## config.mk

```make
export PLATFORM = sky130hd
export DESIGN_NAME = dsism_monitor
export DESIGN_NICKNAME = d
export VERILOG_FILES = /design/src/dsism_pkg.sv /design/src/dsism_us_timer.sv /design/src/dsism_abs_compare.sv /design/src/dsism_monitor.sv
export SDC_FILE = /design/constraint.sdc
export NUM_CORES = 1
export LEC_CHECK = 0
export BUFFER_PORTS_ARGS = -buffer_cell sky130_fd_sc_hd__buf_2
export CAP_MARGIN = 20
export CORE_AREA = 2 2 195 197
export CTS_BUF_LIST = sky130_fd_sc_hd__clkbuf_2
export DETAILED_ROUTE_END_ITERATION = 7
export DIE_AREA = 0 0 197 199
export GPL_TIMING_DRIVEN = 0
export SYNTH_ARGS = -nofsm -noshare
export SYNTH_HDL_FRONTEND = slang
export SYNTH_SLANG_ARGS = --single-unit
```

## constraint.sdc

```tcl
create_clock -name clk -period 8.3 [get_ports clk]
set_input_delay 1.245 -clock clk [delete_from_list [all_inputs] [get_ports clk]]
set_output_delay 1.245 -clock clk [all_outputs]
set_load 0.01 [all_outputs]
```

## src/dsism_pkg.sv

```systemverilog
/*
  Package for the drive speed / increment safety monitor: widths, timing
  constants, default configuration values, carrier structs and states.
  Assumes one 20 MHz clock shared by the encoder evaluation, the safe
  application request logic and this monitor.
*/
package dsism_pkg;

  localparam int DATA_WIDTH = 32;
  localparam int LIMIT_COUNT = 4;

  localparam int CLK_PERIOD_NS = 50;
  localparam int NS_PER_US = 1000;
  localparam int CYCLES_PER_US = NS_PER_US / CLK_PERIOD_NS;

  // Default configuration values
  localparam logic DEFAULT_RAMP_MONITOR_ENABLE = 1'b1;
  localparam logic DEFAULT_MAX_SPEED_USED = 1'b1;
  localparam logic [31:0] DEFAULT_MAX_SPEED_LIMIT = 32'h0000_0000;
  localparam logic [31:0] DEFAULT_SPEED_LIMIT = 32'h0000_0000;
  localparam logic [31:0] DEFAULT_MONITOR_TIME_US = 32'h0000_0000;
  localparam logic [31:0] DEFAULT_REQUEST_DELAY_US = 32'h0000_0000;
  localparam logic [31:0] DEFAULT_STANDSTILL_TOLERANCE = 32'h0000_0000;
  localparam logic [31:0] DEFAULT_INCREMENT_SIZE = 32'h0000_0000;
  localparam logic [31:0] DEFAULT_OFF_DELAY_US = 32'h0000_0000;

  // Reset values of registered state
  localparam logic RESET_FAIL_SAFE = 1'b0;
  localparam logic [31:0] RESET_ORIGIN = 32'h0000_0000;

  typedef struct packed {
    logic ramp_monitor_enable;
    logic max_speed_used;
    logic [31:0] max_speed_limit;
    logic [LIMIT_COUNT-1:0][31:0] speed_limit;
    logic [LIMIT_COUNT-1:0][31:0] monitor_time_us;
    logic [31:0] request_delay_us;
    logic [31:0] standstill_tolerance;
    logic [31:0] increment_size;
    logic [31:0] off_delay_us;
  } dsism_config_type;

  typedef struct packed {
    logic signed [31:0] speed;
    logic signed [31:0] position;
    logic present;
    logic fault;
  } dsism_encoder_type;

  typedef struct packed {
    logic limited_speed_request;
    logic [1:0] limit_select;
    logic increment_request;
    logic error_ack;
  } dsism_request_type;

  typedef struct packed {
    logic limited_speed_safe;
    logic max_speed_safe;
    logic increment_safe;
    logic function_no_error_out;
    logic torque_enable;
    logic fail_safe;
  } dsism_status_type;

  typedef enum logic [1:0] {
    SLS_IDLE,
    SLS_DELAY,
    SLS_MONITOR_TIME,
    SLS_ENFORCE
  } dsism_sls_state_type;

  typedef enum logic [1:0] {
    SLI_IDLE,
    SLI_ACTIVE,
    SLI_OFF_DELAY
  } dsism_sli_state_type;

endpackage : dsism_pkg

```

## src/dsism_us_timer.sv

```systemverilog
/*
  Microsecond countdown timer. A load restarts both the microsecond count
  and the sub-microsecond prescaler, so the time runs from the load edge.
  Assumes the load value is stable only in the load cycle.
*/
`timescale 1ns/1ps
module dsism_us_timer
  import dsism_pkg::*;
(
  input wire logic clk, // System clock
  input wire logic reset_n, // Synchronous reset, active low
  input wire logic ce, // Clock enable
  input wire logic load, // Restart the timer
  input wire logic [31:0] load_us, // Time to run, microseconds
  output logic done // Time has elapsed
);

  localparam logic [4:0] PRESCALE_LAST = 5'(CYCLES_PER_US - 1);

  logic [31:0] remaining;
  logic [4:0] prescale;
  logic [31:0] next_remaining;
  logic [4:0] next_prescale;

  always_comb begin
    next_remaining = remaining;
    next_prescale = prescale;
    if (load) begin
      next_remaining = load_us;
      next_prescale = 5'h00;
    end else if (remaining != 32'h0000_0000) begin
      if (prescale == PRESCALE_LAST) begin
        next_prescale = 5'h00;
        next_remaining = remaining - 32'h0000_0001;
      end else begin
        next_prescale = prescale + 5'h01;
      end
    end
  end

  always_ff @(posedge clk) begin
    if (!reset_n) begin
      remaining <= 32'h0000_0000;
      prescale <= 5'h00;
    end else if (ce) begin
      remaining <= next_remaining;
      prescale <= next_prescale;
    end
  end

  assign done = (remaining == 32'h0000_0000);

endmodule : dsism_us_timer

```

## src/dsism_abs_compare.sv

```systemverilog
/*
  Magnitude comparator: flags a signed value whose magnitude exceeds an
  unsigned limit. Purely combinational; the caller registers the result.
*/
`timescale 1ns/1ps
module dsism_abs_compare #(
  parameter int WIDTH = 32
) (
  input wire logic signed [WIDTH-1:0] value, // Signed quantity
  input wire logic [31:0] limit, // Unsigned magnitude limit
  output logic exceeds // Magnitude above limit
);

  logic [WIDTH:0] magnitude;

  // One extra bit keeps the most negative value's magnitude exact
  always_comb begin
    if (value[WIDTH-1]) begin
      magnitude = (WIDTH+1)'(-$signed({value[WIDTH-1], value}));
    end else begin
      magnitude = {1'b0, value};
    end
  end

  assign exceeds = (magnitude > (WIDTH+1)'(limit));

endmodule : dsism_abs_compare

```

## src/dsism_monitor.sv

```systemverilog
/*
  Top of the drive speed / increment safety monitor: limited-speed
  function in time-supervised stopping, switchable maximum-speed check and
  limited-increment position window with switch-off delay, plus the
  latched functional fail-safe state.
  Assumes encoder data and requests come from logic on the same clock, and
  that the drive application performs the stopping motion itself.
*/
`timescale 1ns/1ps
module dsism_monitor
  import dsism_pkg::*;
(
  input wire logic clk, // System clock, 20 MHz
  input wire logic reset_n, // Synchronous reset, active low
  input wire logic ce, // Clock enable, freezes all state
  input wire dsism_config_type config_in, // Safety parameters
  input wire dsism_encoder_type encoder, // Safe encoder feedback
  input wire dsism_request_type request, // Requests from safe application
  output dsism_status_type status // Safe-state bits and error state
);

  // Limited-speed state
  dsism_sls_state_type sls_state;
  dsism_sls_state_type next_sls_state;
  logic [1:0] sls_select;
  logic [1:0] next_sls_select;
  logic [1:0] sls_limit_index;
  logic sls_timer_load;
  logic [31:0] sls_timer_value;
  logic sls_timer_done;

  // Limited-increment state
  dsism_sli_state_type sli_state;
  dsism_sli_state_type next_sli_state;
  logic signed [31:0] origin;
  logic signed [31:0] next_origin;
  logic sli_timer_load;
  logic sli_timer_done;

  // Error state
  logic fail_safe;
  logic next_fail_safe;
  logic ack_prev;
  logic next_ack_prev;
  dsism_status_type next_status;

  // Comparator results
  logic sls_over;
  logic sms_over;
  logic standstill_over;
  logic window_over;
  logic signed [32:0] travel;
  logic encoder_bad;
  logic sls_violation;
  logic sms_violation;
  logic sli_violation;
  logic any_violation;
  logic ack_edge;

  assign encoder_bad = !encoder.present || encoder.fault;

  // Limited-speed timer: request delay then monitoring time
  dsism_us_timer u_sls_timer (
    .clk(clk),
    .reset_n(reset_n),
    .ce(ce),
    .load(sls_timer_load),
    .load_us(sls_timer_value),
    .done(sls_timer_done)
  );

  // Limited-increment switch-off delay timer
  dsism_us_timer u_sli_timer (
    .clk(clk),
    .reset_n(reset_n),
    .ce(ce),
    .load(sli_timer_load),
    .load_us(config_in.off_delay_us),
    .done(sli_timer_done)
  );

  dsism_abs_compare #(
    .WIDTH(32)
  ) u_sls_compare (
    .value(encoder.speed),
    .limit(config_in.speed_limit[sls_limit_index]),
    .exceeds(sls_over)
  );

  dsism_abs_compare #(
    .WIDTH(32)
  ) u_sms_compare (
    .value(encoder.speed),
    .limit(config_in.max_speed_limit),
    .exceeds(sms_over)
  );

  dsism_abs_compare #(
    .WIDTH(32)
  ) u_standstill_compare (
    .value(encoder.speed),
    .limit(config_in.standstill_tolerance),
    .exceeds(standstill_over)
  );

  // While enforcing, a new limit choice applies in the cycle it is made
  assign sls_limit_index = (sls_state == SLS_ENFORCE) ? request.limit_select
    : sls_select;

  // Travel from the captured origin, one bit wider to avoid wrap
  assign travel = 33'(encoder.position) - 33'(origin);

  dsism_abs_compare #(
    .WIDTH(33)
  ) u_window_compare (
    .value(travel),
    .limit(config_in.increment_size),
    .exceeds(window_over)
  );

  // Limited-speed function.
  // The slope generator for ramp supervision is not part of this block;
  // with either setting of the mode bit only elapsed time is supervised
  // during the stopping phase, so no slope check can trip here.
  always_comb begin
    next_sls_state = sls_state;
    next_sls_select = sls_select;
    sls_timer_load = 1'b0;
    sls_timer_value = config_in.request_delay_us;
    case (sls_state)
      SLS_IDLE: begin
        if (request.limited_speed_request) begin
          next_sls_select = request.limit_select;
          sls_timer_load = 1'b1;
          sls_timer_value = config_in.request_delay_us;
          next_sls_state = SLS_DELAY;
        end
      end
      SLS_DELAY: begin
        if (sls_timer_done) begin
          sls_timer_load = 1'b1;
          sls_timer_value = config_in.monitor_time_us[sls_select];
          next_sls_state = SLS_MONITOR_TIME;
        end
      end
      SLS_MONITOR_TIME: begin
        if (sls_timer_done) begin
          next_sls_state = SLS_ENFORCE;
        end
      end
      SLS_ENFORCE: begin
        // A new limit choice takes effect at once while enforcing
        next_sls_select = request.limit_select;
      end
      default: begin
        next_sls_state = SLS_IDLE;
      end
    endcase
    if (!request.limited_speed_request) begin
      next_sls_state = SLS_IDLE;
    end
  end

  always_ff @(posedge clk) begin
    if (!reset_n) begin
      sls_state <= SLS_IDLE;
      sls_select <= 2'h0;
    end else if (ce) begin
      sls_state <= next_sls_state;
      sls_select <= next_sls_select;
    end
  end

  // Limited-increment function.
  // The window origin is kept across a re-request during the off-delay,
  // so repeated short requests cannot walk the axis away step by step.
  always_comb begin
    next_sli_state = sli_state;
    next_origin = origin;
    sli_timer_load = 1'b0;
    case (sli_state)
      SLI_IDLE: begin
        if (request.increment_request) begin
          next_origin = encoder.position;
          next_sli_state = SLI_ACTIVE;
        end
      end
      SLI_ACTIVE: begin
        if (!request.increment_request) begin
          sli_timer_load = 1'b1;
          next_sli_state = SLI_OFF_DELAY;
        end
      end
      SLI_OFF_DELAY: begin
        if (request.increment_request) begin
          next_sli_state = SLI_ACTIVE;
        end else if (sli_timer_done) begin
          next_sli_state = SLI_IDLE;
        end
      end
      default: begin
        next_sli_state = SLI_IDLE;
      end
    endcase
  end

  always_ff @(posedge clk) begin
    if (!reset_n) begin
      sli_state <= SLI_IDLE;
      origin <= RESET_ORIGIN;
    end else if (ce) begin
      sli_state <= next_sli_state;
      origin <= next_origin;
    end
  end

  // Violations, evaluated every cycle
  always_comb begin
    sls_violation = (sls_state == SLS_ENFORCE) && sls_over;
    sms_violation = 1'b0;
    if (config_in.max_speed_used) begin
      sms_violation = sms_over || encoder_bad;
    end
    sli_violation = 1'b0;
    if (sli_state == SLI_IDLE) begin
      if (request.increment_request) begin
        sli_violation = standstill_over || encoder_bad;
      end
    end else begin
      sli_violation = window_over || encoder_bad;
    end
    any_violation = sls_violation || sms_violation || sli_violation;
  end

  // Fail-safe latch: a violation in the acknowledge cycle keeps it set
  assign ack_edge = request.error_ack && !ack_prev;

  always_comb begin
    next_ack_prev = request.error_ack;
    next_fail_safe = fail_safe;
    if (ack_edge) begin
      next_fail_safe = 1'b0;
    end
    if (any_violation) begin
      next_fail_safe = 1'b1;
    end
  end

  always_ff @(posedge clk) begin
    if (!reset_n) begin
      fail_safe <= RESET_FAIL_SAFE;
      ack_prev <= 1'b0;
    end else if (ce) begin
      fail_safe <= next_fail_safe;
      ack_prev <= next_ack_prev;
    end
  end

  // Status bits.
  // Safe-state bits drop while the drive is in fail-safe: with torque off
  // no function can claim its limit is being held under supervision.
  always_comb begin
    next_status.limited_speed_safe = (next_sls_state == SLS_ENFORCE)
      && !next_fail_safe;
    next_status.max_speed_safe = config_in.max_speed_used
      && !sms_violation && !next_fail_safe;
    next_status.increment_safe = (next_sli_state != SLI_IDLE)
      && !sli_violation && !next_fail_safe;
    next_status.function_no_error_out = !next_fail_safe;
    next_status.torque_enable = !next_fail_safe;
    next_status.fail_safe = next_fail_safe;
  end

  always_ff @(posedge clk) begin
    if (!reset_n) begin
      status.limited_speed_safe <= 1'b0;
      status.max_speed_safe <= 1'b0;
      status.increment_safe <= 1'b0;
      status.function_no_error_out <= !RESET_FAIL_SAFE;
      status.torque_enable <= !RESET_FAIL_SAFE;
      status.fail_safe <= RESET_FAIL_SAFE;
    end else if (ce) begin
      status <= next_status;
    end
  end

endmodule : dsism_monitor

```

==> metrics, run 1 <==
kind of start point of the critical path=input port; Post-Synth Adder-Cell Area=0.147; LEAKAGE=between 0.008 and 0.009 uW; number of buffers inserted by port buffering=496; largest net degree at the start of global routing=17; Slew @ Worst Pin=1010 ps; grt total ovfl=0; Synth Area in Compound Gates=0.254; Mean Syn Cell Area=7.54 um^2; RePlAce Congestion=about 0.97; Layout Cells excl Fill=just under 3000; Yosys cell types=85; post-synthesis mux area share=0.105; hpwl dp=55500 um; FMAX=142 MHz; largest family of logic cells by synthesized area=compound AO/OA/AOI/OAI gates; # setup viols final=0; outcome=finished clean; YS warnings=0; 1st-iter DRT viols=1326; Worst EP required=8930 ps; clock slew at reported path FFs=180 ps; Worst slew margin=0.323; syn nets=2579; PwrDens=between 100 and 150 nW/um^2; DP Cell Count=2888; Max Cap Viol=0; Max rail drop VDD=0.0842 mV; final period utilization=0.849; Post-CTS Resized=0; most used flip-flop cell after synthesis=dfxtp_1; hold-critical path depth=2; Data arrival, critical path=7680 ps; vias in the first global route=16300; final critical-path required period=a little over 7000 ps; WS Path Type=input port to flip-flop; Die Area=around 39000 um^2; Via density=5.81; xor and xnor area share after synthesis=0.0502; Final Max Tran Viols=0; asr flop ratio synth=0; clock buffer depth=2; Total Wirelength=64100 um; synthesized flop and latch total=118; CTS Sinks=118; Gate Count Post-Synth=1918; Post-DRT Antenna Nets=0; H-tree level count=4; root buf cell=clkbuf_2; DRC=0; setup TNS=0 ps; GRT Total Usage=0.321; area taken by flip-flops and latches=2360 um^2; Synth top area share=0.163; final hold violations=0; NumNets Final=3094; synth-to-layout area growth=23.0%; Post-CTS Setup Inserts=0; IO Pins=498; Die Height=around 200 um; # hold bufs at CTS=0; drt first pass iters=6; Clk Latency, worst-skew pair=about 740 ps; Hold Path Class=flip-flop to flip-flop; fraction of layout instances using a drive strength above 1=0.265; top cells by area, synth=dfxtp_1 (16%), ha_1 (15%), mux4_2 (10%); fillers=3763; Cell Area, Synth=14500 um^2; initial antenna violation count=18; CP max FO=10; post-synth top area cell=dfxtp_1; Seq/Total Area, Yosys=0.163; crit path capture type=flip-flop; Die Span X=197 um; RSZ-0062 raised after global routing=no; Post-synth EDFFs=0; core area=37100 um^2; Initial Utilization=0.390; routed via count=roughly 17000; TritonCTS Buffers=17; clk_skew=30.8 ps; Row Count=71; Synth Area in Simple Gates=0.207; multi-input logic area=between 10000 and 15000 um^2; first-pass GRT wire length=94800 um; R2R depth=22; CTS tree=yes; DR WL/cell=21.9 um
flip-flops by register name, indices dropped and copies added (netlist names):
| signal | cells |
|---|---|
| sls_select | 2 |
| ack_prev | 1 |
| u_sli_timer.prescale | 5 |
| u_sls_timer.remaining | 32 |
| u_sls_timer.prescale | 5 |
| u_sli_timer.remaining | 32 |
| sli_state | 2 |
| status | 5 |
| sls_state | 2 |
| origin | 32 |
final cells by class:
| type | count | share of cell area |
|---|---|---|
| Antenna cell | 10 | 0.00141 |
| Buffer | 85 | 0.0197 |
| Clock buffer | 17 | 0.00478 |
| Clock inverter | 15 | 0.00780 |
| Inverter | 191 | 0.0403 |
| Multi-Input combinational cell | 1524 | 0.621 |
| Sequential cell | 118 | 0.133 |
| Tap cell | 474 | 0.0333 |
| Timing Repair Buffer | 496 | 0.139 |
cell usage in the layout, fill, tap and decap left out, types with 17 or more instances in the layout:
| master | instances |
|---|---|
| xnor2_1 | 59 |
| clkbuf_2 | 17 |
| nand4_1 | 41 |
| a21o_1 | 51 |
| mux4_2 | 64 |
| o21ai_0 | 139 |
| xor2_1 | 24 |
| nor2_1 | 143 |
| a21oi_1 | 188 |
| nor3_1 | 48 |
| buf_2 | 506 |
| dfxtp_1 | 118 |
| clkbuf_1 | 65 |
| inv_1 | 191 |
| a211oi_1 | 19 |
| a22oi_1 | 24 |
| nand2_1 | 213 |
| ha_1 | 168 |
| nand3_1 | 36 |
| or3_1 | 19 |
cell families after synthesis:
group,Yosys count
and+or+nand+nor,616
AOI/OAI and AO/OA,585
buffers and inverters,276
adders and majority gates,169
DFF,118
xor gates and xnor gates,83
muxes,71
critical path, cell delays in order:
cell	delay, ps
buf_2	90
inv_1	40
ha_1	210
fa_1	400
nand2b_1	220
a211oi_4	340
o21ai_2	180
o21ai_1	330
a31oi_2	240
nand2b_1	230
o32ai_2	630
clkbuf_1	450
nor2_1	120
xnor2_1	160
ha_1	300
a21o_1	180
a211o_1	280
o21ai_0	230
a21boi_0	140
o21ai_0	250
a21oi_1	130
a2111oi_0	800
o31ai_2	300
o211a_1	190
cells in the mapped netlist (36+ instances only):
cell and n:
nor2_1 143, a21o_1 51, nand2_1 213, inv_1 191, o21ai_0 139, clkbuf_1 65
dfxtp_1 118, nand3_1 36, ha_1 168, a21oi_1 188, xnor2_1 59, nor3_1 48
mux4_2 64, nand4_1 41
through the flow:
step                      setup WS (ps)  hold slack [ps]   util  power (uW)  cell area, um^2
final                              1250              467  0.479        2490            17800
after global routing                850              490  0.479        2700            17800
after CTS                          1350              470  0.479        2480            17800
after detailed placement            597              448  0.473        2100            17500
after global placement              610              443  0.472        2070            17500
after floorplan                    2010              436      -        1640            14500
worst paths after layout:
| check | end | startpoint | slack [ps] |
|---|---|---|---|
| worst max-delay path | status[0]$_SDFFE_PN0P_ | encoder[2] | 1250 |
| worst min-delay path | origin[29]$_SDFFE_PN0P_ | origin[29]$_SDFFE_PN0P_ | 470 |
| worst max register to register | status[0]$_SDFFE_PN0P_ | origin[0]$_SDFFE_PN0P_ | 1540 |
| worst min register to register | origin[29]$_SDFFE_PN0P_ | origin[29]$_SDFFE_PN0P_ | 470 |
routing by layer:
layer / up-vias / routed length, um / GRT usage
li1: 8052 / - / -
met1: 8118 / 28300 / 0.437
met2: 784 / 29200 / 0.528
met3: 71 / 5190 / 0.0483
met4: 6 / 1390 / 0.0888
met5: - / 38 / 0
power breakdown:
group	internal, uW	switching [uW]	total, uW
registers	611	37.8	648
logic	590	880	1470
clock network	133	242	375
total	1330	1160	2490
Note: power is estimated with default switching activity, not from simulation.
==> run 2, diff against run 1 <==
Settings changed: ABC_AREA set to 1, CORE_AREA 2 2 195 197 to 2 2 193 195, DIE_AREA 0 0 197 199 to 0 0 195 197, PLACE_DENSITY set to 0.72.
Clock period 8.3 ns to 5.9 ns, I/O delays scaled along.
==> run 2 against run 1 <==
Effect of this change: first-iteration DRC count rose by 41%; worst setup slack got worse by 490 ps; via count grew 19%; largest power group unchanged; flip-flop and latch count did not move; utilization is 4.7 points higher; register-to-register slack got worse by 640 ps; largest cell class unchanged; combinational power rose by 59%; sequential power increased by 40%; hold slack worse by 68 ps; clock-buffer cell count is 1 higher.
==> metrics, run 2 <==
flop-to-flop setup slack=900 ps (-640 ps); DR WL/cell=19.8 um (-9.3%); Seq/Total Area, Yosys=0.151 (-0.0127); kind of start point of the critical path=input port; Total Wirelength=72900 um (+14%); Initial Utilization=0.433 (+0.0432); syn nets=3318 (+29%); final hold violations=0 (unchanged); Post-DRT Antenna Nets=0 (unchanged); Hold Path Class=input port to flip-flop; multi-input logic area=11400 um^2 (+3.3%); # hold bufs at CTS=0 (unchanged); CTS Sinks=118 (unchanged); post-synth top area cell=dfxtp_1; RePlAce Congestion=1.06 (+9.2%); FMAX=195 MHz; grt total ovfl=0 (unchanged); synthesized flop and latch total=118 (unchanged); R2R depth=32 (+45%); top cells by area, synth=dfxtp_1 (15%), ha_1 (13%), nand2_1 (13%); Mean Syn Cell Area=5.91 um^2 (-22%); most common cell after layout, fill and taps aside=nand2_1; routed via count=20300 (+19%); max incr delay on CP=640 ps (-160 ps); Worst EP required=6530 ps (-2400 ps); Post-CTS Resized=0 (unchanged); most used cell, CP=nand2_1; overall power=3880 uW (+56%); most frequent cells in the layout=nand2_1 (550), buf_2 (504), inv_1 (401); CP max FO=5 (-5); Max Cap Viol=0 (unchanged); final core utilization=0.526 (+0.0468); DP Cell Count=3621 (+25%); hpwl dp=63100 um (+14%); CP Capture Point=status[0]$_SDFFE_PN0P_; TritonCTS Buffers=17 (unchanged); Die Area=38400 um^2 (-2.0%); vias in the first global route=19000 (+17%); number of buffers inserted by port buffering=496 (unchanged); H-tree level count=4 (unchanged); LEAKAGE=0.0101 uW (+23%); CTS tree=yes; Gate Count Post-Synth=2657 (+39%); Cell Area, Synth=15700 um^2 (+8.5%); asr flop ratio synth=0 (unchanged); Top Registers=origin x32, u_sli_timer.remaining x32, u_sls_timer.remaining x32; final critical-path required period=about 5000 ps; first-pass GRT wire length=108000 um (+14%); Row Count=70 (-1.4%); YS warnings=0 (unchanged); Post-synth EDFFs=0 (unchanged); clock buffer depth=2 (unchanged); final period utilization=0.871; RSZ-0062 raised after global routing=no; GRT Total Usage=0.368 (+0.0471); Die Height=197 um (-1.0%); worst r2r src=origin[0]$_SDFFE_PN0P_; Crit Reg-Reg Endpoint=status[0]$_SDFFE_PN0P_; synth-to-layout area growth=21.6%; most used flip-flop cell after synthesis=dfxtp_1; # setup viols final=0 (unchanged); clk_skew=35.9 ps (+5.09 ps); fraction of layout instances using a drive strength above 1=0.183 (-0.0823); CP startpoint=encoder[34]; Clk Latency, worst-skew pair=740 ps (about the same); Die Span X=195 um (-1.0%); Final Max Tran Viols=0 (unchanged); crit path capture type=flip-flop; fillers=3879 (+3.1%); Yosys cell types=59 (-31%); root buf cell=clkbuf_2; synth cell count leaders=nand2_1 (550), inv_1 (401), nor2_1 (359); outcome=finished clean; Post-CTS Setup Inserts=0 (unchanged); Slew @ Worst Pin=922 ps (-90.6 ps); largest net degree at the start of global routing=17 (unchanged); PwrDens=204 nW/um^2 (+45%); 1st-iter DRT viols=1872 (+41%); NumNets Final=3833 (+24%); Max rail drop VDD=0.148 mV (+75%); Worst slew margin=0.381 (+0.0574); most frequent cell after synthesis=nand2_1; initial antenna violation count=27 (+9); Data arrival, critical path=5770 ps (-1910 ps); drt first pass iters=6 (unchanged); core area=36300 um^2 (-2.4%); WS Path Type=input port to flip-flop; setup TNS=0 ps (unchanged); slowest stage cell, crit path=xor2_1; IO Pins=498 (unchanged); Synth top area share=0.151 (-0.0127); area taken by flip-flops and latches=2360 um^2 (unchanged); Via density=5.54 (-4.6%); Layout Cells excl Fill=3671 (+25%); clock slew at reported path FFs=210 ps (+30 ps); DRC=0 (unchanged)
## run 2: cell types whose count changed after synthesis, sizes merged, moves of 23 or more
cell,change
mux4,-64
nor2,+221
a22oi,-23
o21ai,+89
nand3,+58
o32a,+23
inv,+215
xnor2,-31
a21o,-48
xor2,+37
nand2,+343
o22ai,+50
## run 2: critical path: cells and delay by family
family	cells	cell delay, ps
XOR/XNOR	1	640
adder cells (fa/ha/maj)	2	550
AO/OA/AOI/OAI	3	360
buffers and inverters	5	470
AND/OR/NAND/NOR	21	2860
## run 2: report_power, final
part	switching, uW	total, uW	internal [uW]
combinational	1480	2330	859
sequential	52.3	910	858
clock	362	639	278
total	1890	3880	1990
## run 2: cell type report
type,count,area share
multi-input combinational,2038,0.598
clock inverter,14,0.00951
sequential,118,0.124
tap,468,0.0307
clock buffer,18,0.00472
inverter,408,0.0803
timing repair buffer,496,0.130
buffer,93,0.0204
antenna,18,0.00236
## run 2: stage by stage
step	worst slack [ps]	hold WS [ps]	instance area, um^2
4_1_cts	932	346	19000
3_3_place_gp	337	443	18800
2_1_floorplan	1340	433	15700
6_report	763	400	19100
3_5_place_dp	246	451	18800
5_1_grt	391	378	19100
## run 2: cells by family (layout without fill, tap and decap cells)
group                    after synthesis  after routing  share of synthesized area
AO/OA/AOI/OAI                        602            602                      0.221
XOR/XNOR                              89             89                     0.0502
adder cells (fa/ha/maj)              169            169                      0.135
buffers and inverters                501           1029                      0.122
flip-flops                           118            118                      0.151
multiplexers                           2              2                    0.00128
other                                  0             18                          0
AND/OR/NAND/NOR                     1176           1176                      0.319
## run 2: per-layer routing
metal	vias to the layer above	part of all wire	global-route usage
li1	9895	-	-
met1	9359	0.43	0.480
met5	-	0.00055	0
met3	143	0.094	0.0905
met4	6	0.037	0.141
met2	943	0.44	0.586
## run 2: worst min path at each step
stage	start	end	slack, ps	cells past startpoint
floorplan	origin[10]$_SDFFE_PN0P_	origin[10]$_SDFFE_PN0P_	430	2
global placement	ack_prev$_SDFFE_PN0P_	ack_prev$_SDFFE_PN0P_	440	2
detailed placement	origin[3]$_SDFFE_PN0P_	origin[3]$_SDFFE_PN0P_	450	2
CTS	config_in[2]	u_sli_timer.remaining[2]$_SDFFE_PN0P_	350	3
global route	config_in[2]	u_sli_timer.remaining[2]$_SDFFE_PN0P_	380	3
finish	config_in[2]	u_sli_timer.remaining[2]$_SDFFE_PN0P_	400	3
==> run 3, diff against run 2 <==
Settings changed: CORE_AREA 2 2 193 195 to 2 2 192 194, DIE_AREA 0 0 195 197 to 0 0 194 196, PLACE_DENSITY 0.72 to 0.7.
Clock period 5.9 ns to 6.6 ns, I/O delays scaled along.
==> run 3 against run 2 <==
Effect of this change: sequential power is 11% lower; global-route usage is 0.86 points higher; hold slack better by 72 ps; die area is 1.0% lower; clock-buffer cell count is 1 lower; clock skew is 8.8 ps higher; non-clock buffer count stayed put; cell count is 0.19% higher; clock power is 21% lower; highest routed layer unchanged.
==> metrics, run 3 (synthesized netlist as in run 2, its figures left out) <==
most used cell, CP=nand2_1; clock buffer depth=2 (unchanged); routed via count=20400 (+0.35%); area taken by flip-flops and latches=2360 um^2 (unchanged); most frequent cells in the layout=nand2_1 (550), buf_2 (504), inv_1 (401); Hold Path Class=flip-flop to flip-flop; WS Path Type=input port to flip-flop; Total Wirelength=74300 um (+2.0%); number of buffers inserted by port buffering=496 (unchanged); RePlAce Congestion=1.04 (-2.3%); Post-CTS Resized=0 (unchanged); root buf cell=clkbuf_2; clock slew at reported path FFs=190 ps (-20 ps); worst hold slack=471 ps (+71.5 ps); kind of start point of the critical path=input port; Die Area=38000 um^2 (-1.0%); Die Height=196 um (-0.51%); Slew @ Worst Pin=891 ps (-30.3 ps); Max Cap Viol=0 (unchanged); final period utilization=0.780; most common cell after layout, fill and taps aside=nand2_1; FMAX=194 MHz; Max rail drop VDD=0.132 mV (-11%); multi-input logic area=11400 um^2 (unchanged); Worst slew margin=0.402 (+0.0210); 1st-iter DRT viols=1815 (-3.0%); clk_skew=44.7 ps (+8.82 ps); GRT Total Usage=0.377 (+0.00860); RSZ-0062 raised after global routing=no; Clk Latency, worst-skew pair=760 ps (+20 ps); largest net degree at the start of global routing=17 (unchanged); Via density=5.55 (+0.16%); DRC=0 (unchanged); Top Registers=origin x32, u_sli_timer.remaining x32, u_sls_timer.remaining x32; Die Span X=194 um (-0.51%); IO Pins=498 (unchanged); LEAKAGE=0.0101 uW (-0.19%); fillers=3860 (-0.49%); final core utilization=0.528 (+0.00193); hpwl dp=64200 um (+1.9%); Data arrival, critical path=5780 ps (about the same); Post-CTS Setup Inserts=0 (unchanged); core area=36100 um^2 (-0.48%); setup TNS=0 ps (unchanged); vias in the first global route=19300 (+1.3%); max incr delay on CP=400 ps (-240 ps); DR WL/cell=20.2 um (+1.8%); H-tree level count=4 (unchanged); outcome=finished clean; Post-DRT Antenna Nets=0 (unchanged); synth-to-layout area growth=21.4%; final critical-path required period=5150 ps; CP max FO=10 (+5); drt first pass iters=8 (+2); PwrDens=179 nW/um^2 (-12%); # setup viols final=0 (unchanged); Worst EP required=7240 ps (+710 ps); crit path capture type=flip-flop; slowest stage cell, crit path=fa_1; CTS tree=yes; TritonCTS Buffers=17 (unchanged); Final Max Tran Viols=0 (unchanged); initial antenna violation count=34 (+26%); CTS Sinks=118 (unchanged); grt total ovfl=0 (unchanged); fraction of layout instances using a drive strength above 1=0.184 (+0.00126); final hold violations=0 (unchanged); first-pass GRT wire length=111000 um (+2.5%); # hold bufs at CTS=0 (unchanged); Row Count=70 (unchanged); NumNets Final=3833 (unchanged); Initial Utilization=0.435 (+0.00210)
-- run 3: changes by cell type in the layout (fill, tap and decap cells not counted), moves of 2 or more --
cell / delta
diode_2: +7
inv_8: +2
bufinv_16: -3
inv_6: +2
clkinv_4: +2
clkinv_1: -4
-- run 3: layout make-up --
| type | instances | share of cell area |
|---|---|---|
| clock inverter | 15 | 0.00768 |
| clock buffer | 17 | 0.00447 |
| buffer | 93 | 0.0204 |
| timing repair buffer | 496 | 0.130 |
| sequential | 118 | 0.124 |
| multi-input combinational | 2038 | 0.599 |
| inverter | 408 | 0.0804 |
| antenna | 25 | 0.00328 |
| tap | 468 | 0.0307 |
-- run 3: per-layer routing --
layer  vias up  routed length (um)  GRT usage
li1       9892                   -          -
met1      9418               32500      0.510
met2       964               32500      0.601
met3       139                6460     0.0600
met4         4                2780      0.144
met5         -                  27          0
-- run 3: stage by stage --
stage / std cells / setup slack, ps / power [uW] / instance area [um^2]
after global routing: 3675 / 1080 / 3690 / 19000
after detailed placement: 3621 / 742 / 2860 / 18800
after floorplan: 2657 / 1940 / 2210 / 15700
after CTS: 3653 / 1520 / 3360 / 19000
final: 3678 / 1450 / 3410 / 19100
after global placement: 3621 / 866 / 2810 / 18800
-- run 3: final timing paths --
path	from	to	slack [ps]	depth (start not counted)
setup reg to reg	origin[0]$_SDFFE_PN0P_	status[0]$_SDFFE_PN0P_	1520	32
hold / removal	origin[21]$_SDFFE_PN0P_	origin[21]$_SDFFE_PN0P_	470	2
setup / recovery	encoder[2]	status[0]$_SDFFE_PN0P_	1450	34
hold reg to reg	origin[21]$_SDFFE_PN0P_	origin[21]$_SDFFE_PN0P_	470	2
-- run 3: worst max-delay path: cells and delay by family --
| family | cells | cell delay [ps] |
|---|---|---|
| AO/OA/AOI/OAI | 6 | 910 |
| XOR/XNOR | 1 | 190 |
| adder cells (fa/ha/maj) | 3 | 940 |
| buffers and inverters | 5 | 850 |
| AND/OR/NAND/NOR | 19 | 1920 |
-- run 3: power breakdown --
group / total (uW) / internal (uW) / switching (uW)
Sequential: 813 / 767 / 46.3
Clock: 505 / 146 / 359
Combinational: 2090 / 768 / 1320
Total: 3410 / 1680 / 1730
